**src/logic/frb_pkg.sv**
```systemverilog
// Constants for the flash read-path block: register map, fields, timing
package frb_pkg;
	// Register byte offsets
	localparam logic [7:0] CFG_OFS = 8'h00;
	localparam logic [7:0] MODE_OFS = 8'h04;
	localparam logic [7:0] STAT_OFS = 8'h08;
	localparam logic [7:0] PROG_OFS = 8'h0C;
	// Configuration field positions
	localparam int READ_SELECT_POS = 15;
	localparam int LATENCY_LSB = 11;
	localparam int WAIT_POLARITY_POS = 10;
	localparam int DATA_HOLD_POS = 9;
	localparam int WAIT_TIMING_POS = 8;
	localparam int ACTIVE_EDGE_POS = 6;
	localparam int WRAP_SELECT_POS = 3;
	localparam int LENGTH_LSB = 0;
	localparam logic [15:0] CFG_RESET = 16'hBFCF;
	// Latency and length codes
	localparam logic [2:0] LAT_2 = 3'h2;
	localparam logic [2:0] LAT_5 = 3'h5;
	localparam logic [2:0] LEN_4 = 3'h1;
	localparam logic [2:0] LEN_8 = 3'h2;
	localparam logic [2:0] LEN_16 = 3'h3;
	localparam logic [2:0] LEN_CONT = 3'h7;
	// Automatic standby after bus inactivity, then AXI response codes
	localparam int CLK_MHZ = 20;
	localparam int STANDBY_NS = 150;
	localparam int STANDBY_CYC = (STANDBY_NS * CLK_MHZ + 999) / 1000;
	localparam logic [1:0] RESP_OKAY = 2'b00;
	localparam logic [1:0] RESP_SLVERR = 2'b10;
	// Read source selected by the last read command
	typedef enum logic [1:0] {
		frb_src_array,
		frb_src_status,
		frb_src_query,
		frb_src_sig
	} frb_src_t;
endpackage

```
**src/logic/frb_read_path.sv**
```systemverilog
// Flash read path: async page reads, sync bursts, wait flag, AXI4-Lite cfg
// Notes on behaviour
// - Async reads only while read-select bit set
// - Async data source follows last read command
// - Four-word page; first access long, rest short
// - Standby after 150ns idle, outputs stay driven
// - Wait flag deasserted in async mode
// - Burst starts at active edge after enables
// - Address self-increments after latency delay
// - Length 4, 8, 16 or continuous
// - Each word held one or two clocks
// - Wrap keeps burst in aligned block
// - Misaligned no-wrap start waits at boundary
// - Continuous bursts ignore the wrap bit
// - Wait during latency, waits and after end
// - Wait polarity follows configuration bit
// - Suspend keeps sensing and latched data
// - Resume continues from exact halted state
// - Suspend allowed in latency or output
// - Wait released when either enable high
// - Single synchronous read repeats one word
// - Non-array reads drive wait like bursts
// - One bank busy; other banks read freely
// - Latency codes 2 to 5 cycles
// - Length codes 001, 010, 011
// - Wait timing bit flags the boundary gap one clock earlier
// - Edge bit picks falling or rising edge
//
// The address map and the AXI4-Lite slave port were chosen for this implementation.
module frb_read_path
	import frb_pkg::*;
#(
	parameter int ADDR_W = 23,
	parameter int BANK_W = 4,
	parameter int PAGE_LONG_CYC = 2
)
(
	// Clock and reset
	input wire logic aclk,
	input wire logic aresetn,
	// AXI4-Lite slave
	input wire logic [7:0] s_axi_awaddr,
	input wire logic s_axi_awvalid,
	output logic s_axi_awready,
	input wire logic [31:0] s_axi_wdata,
	input wire logic [3:0] s_axi_wstrb,
	input wire logic s_axi_wvalid,
	output logic s_axi_wready,
	output logic [1:0] s_axi_bresp,
	output logic s_axi_bvalid,
	input wire logic s_axi_bready,
	input wire logic [7:0] s_axi_araddr,
	input wire logic s_axi_arvalid,
	output logic s_axi_arready,
	output logic [31:0] s_axi_rdata,
	output logic [1:0] s_axi_rresp,
	output logic s_axi_rvalid,
	input wire logic s_axi_rready,
	// Flash bus pins from the host
	input wire logic chip_en_n,
	input wire logic latch_en_n,
	input wire logic out_en_n,
	input wire logic bus_clk,
	input wire logic [ADDR_W-1:0] addr,
	// Device answer
	output logic [15:0] data_out,
	output logic data_oe,
	output logic wait_o,
	output logic wait_oe,
	output logic standby,
	// Array and other read sources
	output logic [ADDR_W-1:0] array_addr,
	input wire logic [15:0] array_data,
	input wire logic [15:0] status_data,
	input wire logic [15:0] query_data,
	input wire logic [15:0] sig_data
);
	logic [15:0] cfg;
	frb_src_t src;
	logic [BANK_W-1:0] prog_bank;
	logic prog_busy;
	logic aw_hold, w_hold;
	logic [7:0] aw_addr;
	logic [31:0] w_data;
	logic [3:0] w_strb;
	logic [1:0] ce_s, le_s, oe_s, clk_s;
	logic [ADDR_W-1:0] a_s1, a_s2, a_d;
	logic ce_n, le_n, oe_n, kq, kq_d, le_d, ce_d, oe_d;
	logic edge_act, start_req, armed;
	logic async_mode;
	logic [2:0] lat_code, len_code;
	logic wrap_on, hold2, wait_hi, wait_early;
	logic burst_on, in_lat, done;
	logic [2:0] lat_cnt;
	logic [1:0] ins_cnt;
	logic ins_used, hold_ph;
	logic [4:0] words;
	logic [ADDR_W-1:0] cur, base;
	logic [ADDR_W-3:0] page;
	logic [$clog2(PAGE_LONG_CYC+1)-1:0] page_cnt;
	logic [$clog2(STANDBY_CYC+1)-1:0] idle_cnt;
	logic [4:0] blk_mask, words_max;
	logic data_valid, wait_ahead, wait_act;
	logic [15:0] src_word;
	logic [ADDR_W-1:0] next_cur;

	assign async_mode = cfg[READ_SELECT_POS];
	assign lat_code = cfg[LATENCY_LSB +: 3];
	assign wait_hi = cfg[WAIT_POLARITY_POS];
	assign hold2 = cfg[DATA_HOLD_POS];
	assign wait_early = cfg[WAIT_TIMING_POS];
	assign len_code = cfg[LENGTH_LSB +: 3];
	assign wrap_on = ~cfg[WRAP_SELECT_POS] && len_code != LEN_CONT;

	// AXI4-Lite write channel; address and data taken in either order
	assign s_axi_awready = ~aw_hold && ~s_axi_bvalid;
	assign s_axi_wready = ~w_hold && ~s_axi_bvalid;
	assign s_axi_arready = ~s_axi_rvalid;

	always_ff @(posedge aclk)
	begin
		if (!aresetn)
		begin
			aw_hold <= 1'b0;
			w_hold <= 1'b0;
			aw_addr <= 8'h00;
			w_data <= 32'h0000_0000;
			w_strb <= 4'h0;
			s_axi_bvalid <= 1'b0;
			s_axi_bresp <= RESP_OKAY;
		end
		else
		begin
			if (s_axi_awvalid && s_axi_awready)
			begin
				aw_hold <= 1'b1;
				aw_addr <= s_axi_awaddr;
			end
			if (s_axi_wvalid && s_axi_wready)
			begin
				w_hold <= 1'b1;
				w_data <= s_axi_wdata;
				w_strb <= s_axi_wstrb;
			end
			if (aw_hold && w_hold)
			begin
				aw_hold <= 1'b0;
				w_hold <= 1'b0;
				s_axi_bvalid <= 1'b1;
				s_axi_bresp <= (aw_addr == CFG_OFS || aw_addr == MODE_OFS ||
					aw_addr == PROG_OFS) ? RESP_OKAY : RESP_SLVERR;
			end
			else if (s_axi_bvalid && s_axi_bready)
				s_axi_bvalid <= 1'b0;
		end
	end

	// Configuration, read source and program bank registers
	always_ff @(posedge aclk)
	begin
		if (!aresetn)
		begin
			cfg <= CFG_RESET;
			src <= frb_src_array;
			prog_bank <= '0;
			prog_busy <= 1'b0;
		end
		else if (aw_hold && w_hold)
		begin
			if (aw_addr == CFG_OFS)
			begin
				if (w_strb[0])
					cfg[7:0] <= w_data[7:0];
				if (w_strb[1])
					cfg[15:8] <= w_data[15:8];
			end
			if (aw_addr == MODE_OFS && w_strb[0])
				src <= frb_src_t'(w_data[1:0]);
			// Single busy bank register enforces one bank in program/erase
			if (aw_addr == PROG_OFS && w_strb[0])
			begin
				prog_busy <= w_data[7];
				prog_bank <= w_data[BANK_W-1:0];
			end
		end
	end

	always_ff @(posedge aclk)
	begin
		if (!aresetn)
		begin
			s_axi_rvalid <= 1'b0;
			s_axi_rdata <= 32'h0000_0000;
			s_axi_rresp <= RESP_OKAY;
		end
		else if (s_axi_arvalid && s_axi_arready)
		begin
			s_axi_rvalid <= 1'b1;
			s_axi_rresp <= RESP_OKAY;
			unique case (s_axi_araddr)
				CFG_OFS: s_axi_rdata <= {16'h0000, cfg};
				MODE_OFS: s_axi_rdata <= {30'h0000_0000, src};
				STAT_OFS: s_axi_rdata <= {27'h0000_0000, standby, burst_on,
					in_lat, done, ins_used};
				PROG_OFS: s_axi_rdata <= {24'h0000_00, prog_busy,
					{(7-BANK_W){1'b0}}, prog_bank};
				default:
				begin
					s_axi_rdata <= 32'h0000_0000;
					s_axi_rresp <= RESP_SLVERR;
				end
			endcase
		end
		else if (s_axi_rvalid && s_axi_rready)
			s_axi_rvalid <= 1'b0;
	end

	// Pin synchronisers; only the second stage is read
	always_ff @(posedge aclk)
	begin
		if (!aresetn)
		begin
			ce_s <= 2'b11;
			le_s <= 2'b11;
			oe_s <= 2'b11;
			clk_s <= 2'b00;
			a_s1 <= '0;
			a_s2 <= '0;
		end
		else
		begin
			ce_s <= {ce_s[0], chip_en_n};
			le_s <= {le_s[0], latch_en_n};
			oe_s <= {oe_s[0], out_en_n};
			clk_s <= {clk_s[0], bus_clk};
			a_s1 <= addr;
			a_s2 <= a_s1;
		end
	end
	assign ce_n = ce_s[1];
	assign le_n = le_s[1];
	assign oe_n = oe_s[1];
	assign kq = clk_s[1];

	always_ff @(posedge aclk)
	begin
		if (!aresetn)
		begin
			kq_d <= 1'b0;
			le_d <= 1'b1;
			ce_d <= 1'b1;
			oe_d <= 1'b1;
			a_d <= '0;
		end
		else
		begin
			kq_d <= kq;
			le_d <= le_n;
			ce_d <= ce_n;
			oe_d <= oe_n;
			a_d <= a_s2;
		end
	end
	// A halted bus clock makes no edge, so the burst simply stands
	assign edge_act = cfg[ACTIVE_EDGE_POS] ? (kq && !kq_d) : (!kq && kq_d);
	assign start_req = (!le_n && le_d && !ce_n) || (!ce_n && ce_d && !le_n);

	// Burst helpers
	always_comb
	begin
		unique case (len_code)
			LEN_4: blk_mask = 5'h03;
			LEN_8: blk_mask = 5'h07;
			default: blk_mask = 5'h0F;
		endcase
		words_max = blk_mask;
		next_cur = cur + 1'b1;
		if (wrap_on)
			next_cur = (cur & ~ADDR_W'(blk_mask)) |
				((cur + 1'b1) & ADDR_W'(blk_mask));
	end

	// Burst engine, advanced only on active bus clock edges
	always_ff @(posedge aclk)
	begin
		if (!aresetn)
		begin
			armed <= 1'b0;
			burst_on <= 1'b0;
			in_lat <= 1'b0;
			done <= 1'b0;
			lat_cnt <= 3'h0;
			ins_cnt <= 2'h0;
			ins_used <= 1'b0;
			hold_ph <= 1'b0;
			words <= 5'h00;
			cur <= '0;
			base <= '0;
		end
		else if (async_mode || ce_n)
		begin
			armed <= 1'b0;
			burst_on <= 1'b0;
			in_lat <= 1'b0;
			done <= 1'b0;
		end
		else if (start_req)
			armed <= 1'b1;
		else if (armed && edge_act)
		begin
			armed <= 1'b0;
			burst_on <= 1'b1;
			in_lat <= 1'b1;
			done <= 1'b0;
			lat_cnt <= (lat_code < LAT_2 || lat_code > LAT_5) ? LAT_5 :
				lat_code;
			ins_cnt <= 2'h0;
			ins_used <= 1'b0;
			hold_ph <= 1'b0;
			words <= 5'h00;
			cur <= a_s2;
			base <= a_s2;
		end
		else if (burst_on && edge_act)
		begin
			// Suspend is just missing edges, so all state is retained
			if (in_lat)
			begin
				if (lat_cnt <= 3'h1)
					in_lat <= 1'b0;
				lat_cnt <= lat_cnt - 3'h1;
			end
			else if (ins_cnt != 2'h0)
				ins_cnt <= ins_cnt - 2'h1;
			else if (hold2 && !hold_ph)
				hold_ph <= 1'b1;
			else if (!done)
			begin
				hold_ph <= 1'b0;
				if (src == frb_src_array)
				begin
					cur <= next_cur;
					words <= words + 5'h01;
					if (len_code != LEN_CONT && words == words_max)
						done <= 1'b1;
					// Misaligned unwrapped start pays once at 16-word edge
					if (!wrap_on && !ins_used && cur[3:0] == 4'hF &&
						base[1:0] != 2'h0)
					begin
						ins_cnt <= base[1:0];
						ins_used <= 1'b1;
					end
				end
			end
		end
	end

	assign data_valid = burst_on && !in_lat && ins_cnt == 2'h0 && !done;
	// Early timing flags the gap one active edge before it opens
	assign wait_ahead = burst_on && !in_lat && ins_cnt == 2'h0 && !done &&
		(!hold2 || hold_ph) && src == frb_src_array && !wrap_on &&
		!ins_used && cur[3:0] == 4'hF && base[1:0] != 2'h0;
	assign wait_act = async_mode ? 1'b0 :
		(burst_on && (!data_valid || (wait_early && wait_ahead)));

	// Asynchronous page tracking and automatic standby
	always_ff @(posedge aclk)
	begin
		if (!aresetn)
		begin
			page <= '0;
			page_cnt <= '0;
			idle_cnt <= '0;
			standby <= 1'b0;
		end
		else
		begin
			if (a_s2[ADDR_W-1:2] != page || ce_n)
			begin
				page <= a_s2[ADDR_W-1:2];
				page_cnt <= '0;
			end
			else if (page_cnt != PAGE_LONG_CYC[$bits(page_cnt)-1:0])
				page_cnt <= page_cnt + 1'b1;
			// Activity is seen on settled copies only, never a first stage
			if (!async_mode || a_s2 != a_d || le_n != le_d || ce_n != ce_d ||
				oe_n != oe_d)
			begin
				idle_cnt <= '0;
				standby <= 1'b0;
			end
			else if (idle_cnt != STANDBY_CYC[$bits(idle_cnt)-1:0])
				idle_cnt <= idle_cnt + 1'b1;
			else
				standby <= 1'b1;
		end
	end

	always_comb
	begin
		unique case (src)
			frb_src_array: src_word = array_data;
			frb_src_status: src_word = status_data;
			frb_src_query: src_word = query_data;
			frb_src_sig: src_word = sig_data;
		endcase
	end
	// Single synchronous reads never advance, so the word repeats
	assign array_addr = async_mode ? a_s2 : cur;

	always_ff @(posedge aclk)
	begin
		if (!aresetn)
		begin
			data_out <= 16'h0000;
			data_oe <= 1'b0;
			wait_o <= 1'b0;
			wait_oe <= 1'b0;
		end
		else
		begin
			data_oe <= !ce_n && !oe_n;
			if (async_mode)
			begin
				if (page_cnt == PAGE_LONG_CYC[$bits(page_cnt)-1:0] ||
					src != frb_src_array)
					data_out <= src_word;
			end
			else if (data_valid)
				data_out <= src_word;
			wait_o <= wait_act ~^ wait_hi;
			wait_oe <= !ce_n && !oe_n;
		end
	end
endmodule // frb_read_path

```
**config.mk**
```make
export PLATFORM = sky130hd
export DESIGN_NAME = frb_read_path
export DESIGN_NICKNAME = d
export VERILOG_FILES = /design/src/logic/frb_pkg.sv /design/src/logic/frb_read_path.sv
export SDC_FILE = /design/constraint.sdc
export NUM_CORES = 1
export LEC_CHECK = 0
export BUFFER_PORTS_ARGS = -buffer_cell sky130_fd_sc_hd__buf_4
export CORE_ASPECT_RATIO = 0.7
export CORE_MARGIN = 8
export CORE_UTILIZATION = 54
export CTS_CLUSTER_DIAMETER = 40
export DETAILED_ROUTE_END_ITERATION = 8
export PLACE_DENSITY = 0.8
export SYNTH_ARGS = -nofsm -noshare
export SYNTH_HDL_FRONTEND = slang
export SYNTH_SLANG_ARGS = --single-unit
```
**constraint.sdc**
```tcl
create_clock -name aclk -period 2.58 [get_ports aclk]
set_input_delay 0.516 -clock aclk [delete_from_list [all_inputs] [get_ports aclk]]
set_output_delay 0.516 -clock aclk [all_outputs]
set_load 0.01 [all_outputs]
```
Yosys cells after proc, flatten, opt, wreduce, memory -nomap -nowiden

Index checks and enable logic that the tools add are counted.
Widths: inputs -> output; s select.

Word-level logic and storage cells: 263
Register bits: 255
Input bits: 150
Output and inout bits: 84

Eq/ne operators: 29
Add/sub/neg operators: 6
Bitwise gates (word level): 13
Reductions and logical operators: 98
$lt $le $gt $ge: 3
Mux-type cells: 70

Operator list:

| operator              | count |
|---|---|
| $mux 23               | 9 |
| $pmux 16 s4           | 2 |
| $mux 16               | 3 |
| $logic_and 1x1->1     | 36 |
| $mux 5                | 7 |
| $mux 1                | 34 |
| $eq 8x4->1 const B    | 3 |
| $add 23x1->23 const B | 1 |
| $and 23x23->23        | 1 |
| $and 23x5->23         | 1 |
| $ne 23x23->1          | 1 |
| $not 5->23            | 1 |
| $or 23x23->23         | 1 |
| $reduce_bool 2->1     | 11 |
| $ne 21x21->1          | 1 |
| $mux 2                | 10 |
| $eq 8x3->1 const B    | 2 |
| $logic_not 8->1       | 2 |
| $reduce_and 8->1      | 2 |
| $logic_not 1->1       | 13 |
| $logic_or 1x1->1      | 13 |
| $mux 3                | 4 |
| $reduce_and 2->1      | 5 |
| $reduce_and 3->1      | 3 |
| other kinds (29)      | 53 |

Depth between registers and ports, before layout

Word-level depth: 15
Depth in mapped cells: 8
Mapped depth without buffers: 7

Least setup slack after synthesis

No wires, ideal clock.

Path kind: register -> output
Start point: reg cfg[15]
End point: out array_addr[10]
Path slack: 0.472 ns
Buffers on the path: 3
Cell stages (with the launch flop): 5
Required time: 2.064 ns
Data arrival time: 1.592 ns
Cell sequence: dfxtp_1 clkbuf_1 clkbuf_1 clkbuf_1 mux2_2

Cells in the longest elaborated chain, start to end: 1

RTL lines:

| element                  | RTL line             | RTL |
|---|---|---|
| start: declaration       | frb_read_path.sv:78  | `logic [15:0] cfg;` |
| start signal: assignment | frb_read_path.sv:175 | `cfg[15:8] <= w_data[15:8];` |
| $mux 23                  | frb_read_path.sv:409 | `assign array_addr = async_mode ? a_s2 : cur;` |
| end: declaration         | frb_read_path.sv:72  | `output logic [ADDR_W-1:0] array_addr,` |

Every way passes these cells.

Final worst setup path

Start point: reg cfg[15]
End point: out array_addr[4]

The elaborated chain is that of the path after synthesis.

==> results by group <==
Outcome
  – Status: complete, no violations

Floorplanning
  – DIE AREA: 23410 µm²
  – Starting Density: 0.5430
  – Area of the core: 18600 µm²
  – # rows: 42
  – Die H: 130.4 µm
  – Chip Width: 179.5 µm
  – Io pins: 234

Detailed routing
  – Drt pass-1 iters: 5
  – Final WL: 26080 µm
  – Residual DRC: 0
  – WL per Instance: 17.24 µm
  – Antenna viol nets, final: 0
  – Vias/cell: 5.455
  – Iter 0 DRT Violations: 700
  – Via count: 8254

Layout
  – P&R area growth vs syn: 25.01%
  – Non-filler cells, final: 1513
  – Layout cells sized above 1: 0.2589
  – Most frequent cells in the layout: 236 x dfxtp_1, 225 x buf_4, 123 x nand2_1
  – Filler Cell Count: 1494
  – Nets: 1412
  – Commonest non-fill, non-tap cell in the layout: dfxtp_1
  – Antenna fix cells: 0

Worst setup path
  – Setup crit start: cfg[15]
  – Worst EP arrival: 1.92 ns
  – Stages on worst setup path: 3
  – Reg2Reg Depth: 7
  – CP max stage cell: dfxtp_2
  – Setup crit end: array_addr[4]
  – Most frequent cell on the critical path: buf_4
  – Largest stage delay, worst path: 0.51 ns
  – Crit path max-delay family: flip-flops
  – Crit end category: primary output
  – Critical-path cell list: buf_4, mux2_2, buf_4
  – Crit path buf inv count: 2
  – Worst R2R End: lat_cnt[1]
  – Startpoint types: flip-flop
  – Worst Path Max Fanout: 20
  – Crit path required time: 2.06 ns
  – RR Startpoint: ce_s[1]
  – R2R Setup Slk: 0.30 ns
  – Setup CP Type: flip-flop to primary output

Pwr
  – Lkg Pwr: 5.431 nW
  – Sequential power share: 0.478
  – Worst vdd ir: 0.4487 mV
  – Power Dens Cells: 634.0 nW/µm²
  – Sw Share: 0.2308
  – P_sw: 1.848 mW
  – Combinational share of power: 0.071
  – Internal: 6.158 mW
  – Clk pwr share: 0.451

STA
  – Max_slew headroom: 0.5225
  – Fin. max-slew vios: 0
  – Hold slack: 0.1812 ns
  – Final period utilization: 0.9446
  – Final Hold Vio Count: 0
  – Clock skew: 0.01607 ns
  – Setup TNS: 0 ns
  – RSZ-0062 raised after global routing: false
  – Final setup violation count: 0
  – Worst Tran Pin Value: 0.7146 ns
  – Crit path time final: 2.437 ns
  – Fmax: 410.3 MHz

Clock tree
  – CTS buffer count: 25
  – Number of cells upsized or downsized after cts: 1
  – CTS tree: yes
  – Post-cts hold buffer count: 0
  – CTS sink cnt: 237
  – Buffer depth of the longest clock path: 3
  – Clk Latency, worst-skew pair: 0.52 ns
  – Post-CTS Setup Bufs: 0
  – Total number of H-tree levels: 1
  – Root Buffer: clkbuf_16
  – Clock Pin Slew Worst Setup and Hold Paths: 0.06 ns

GRT
  – Total congestion overflow: 0
  – Global Route Usage Sum: 0.2103
  – First-pass GRT wire length: 40570 µm
  – Vias in the first global route: 7896
  – Largest net degree at the start of global routing: 58
  – Antenna violations before repair: 0

Synthesis
  – FF+latch count, synth: 237
  – Sequential fraction of the synthesis area: 0.4697
  – Yosys warnings: 0
  – Syn Inst Count: 1060
  – Avg Cell Area, Syn: 9.530 µm²
  – Post-synth cell types: 71
  – Post-synth ARST share: 0
  – Main synth FF type: dfxtp_1
  – Syn Std Cell Area: 10100 µm²
  – Count of flip-flops with a built-in enable after synthesis: 0

Placement
  – Post-DP HPWL: 18950 µm
  – Port Buffers: 197
  – RePlAce Congestion: 0.8830
  – Placed Cells: 1469

Hold path
  – Worst min-delay path category: input pin to flip-flop

Run
  – Max-cap violation count: 0
==> kinds of logic (layout without fill, tap and decap cells) <==
family	Yosys count	in the layout	share of synthesized area
simple gates	420	420	0.2123
mux	86	86	0.1105
compound gates	155	155	0.1009
other cells	1	18	0.0003712
xor+xnor	62	62	0.05375
fa+ha+maj	9	9	0.01090
buf+inv	90	284	0.04161
flops	237	237	0.4697
==> stage by stage <==
step	setup slack (ns)	cell area (µm²)	util	power, mW
final	0.1430	12630	0.6788	8.006
after global routing	0.08194	12630	0.6788	8.266
after CTS	0.1507	12630	0.6788	8.057
after detailed placement	0.3890	11790	0.6340	4.468
after global placement	0.4537	11790	0.6340	4.451
after floorplan	0.4724	10170	-	4.195
==> cell type report <==
cell class | instances | area [µm²] | share of cell area
clock inverters | 13 | 155.1 | 0.01229
inverters | 15 | 56.30 | 0.004459
multi-input cells | 750 | 5001 | 0.3960
repair buffers | 225 | 1689 | 0.1338
well taps | 242 | 302.8 | 0.02398
flip-flops and latches | 237 | 4746 | 0.3758
clock buffers | 31 | 678.2 | 0.05370
==> cell usage after synthesis, types with 3 or more instances <==
cell type | n | share of area
dfxtp_1 | 237 | 0.47
buf_4 | 20 | 0.015
nor4b_1 | 4 | 0.0035
clkbuf_1 | 41 | 0.015
nand4_1 | 18 | 0.011
buf_1 | 8 | 0.0030
o22ai_1 | 8 | 0.0050
nor2b_1 | 3 | 0.0019
o31a_1 | 4 | 0.0035
xnor2_1 | 37 | 0.032
nor2_1 | 88 | 0.033
inv_1 | 15 | 0.0056
a2111oi_0 | 3 | 0.0026
nand3_1 | 16 | 0.0079
mux2i_1 | 44 | 0.044
nor3_1 | 12 | 0.0059
a211oi_1 | 5 | 0.0037
and3_1 | 3 | 0.0019
or3_1 | 4 | 0.0025
a21oi_1 | 56 | 0.028
a31o_2 | 5 | 0.0043
a31oi_1 | 4 | 0.0025
ha_1 | 8 | 0.0099
a22oi_1 | 18 | 0.013
xor2_1 | 25 | 0.022
and4_1 | 3 | 0.0026
and2_1 | 99 | 0.061
buf_2 | 6 | 0.0030
nand2b_1 | 13 | 0.0081
mux4_2 | 18 | 0.040
o21ai_0 | 16 | 0.0079
nand2_1 | 123 | 0.046
mux2_2 | 24 | 0.027
nor4_1 | 11 | 0.0068
or4_1 | 5 | 0.0037
a21boi_0 | 9 | 0.0067
o31ai_1 | 4 | 0.0030
==> sequential cells by signal, summed over array words and instances, names as in the netlist, 21 cells and up, named ones only <==
signal / cells
a_s1: 23
page: 21
cur: 21
a_d: 23
a_s2: 23
==> power by group through the flow <==
stage               Sequential (mW)  Clock [mW]  Combinational [mW]
floorplan                      3.89           0               0.307
global placement               3.90           0               0.547
detailed placement             3.91           0               0.560
CTS                            3.83        3.66               0.566
global route                   3.84        3.81               0.616
finish                         3.83        3.61               0.565
==> layer usage <==
metal	share of wire	wire (µm)	global-route usage	vias to the layer above
met5	0	0	0	-
li1	-	-	-	4022
met3	0.069	1795	0.03702	42
met2	0.45	11810	0.3323	299
met1	0.46	11990	0.2946	3891
met4	0.019	491	0.05716	0
==> how the worst min path moves through the flow <==
stage / start / to / slack [ns] / depth (start not counted)
after floorplan: ce_s[0] / ce_s[1] / 0.39 / 1
after global placement: oe_s[0] / oe_s[1] / 0.39 / 1
after detailed placement: ce_s[0] / ce_s[1] / 0.40 / 1
after CTS: s_axi_rready / s_axi_rvalid / 0.17 / 2
after global routing: s_axi_rready / s_axi_rvalid / 0.17 / 2
final: s_axi_rready / s_axi_rvalid / 0.18 / 2
Note: power is estimated with default switching activity, not from simulation.
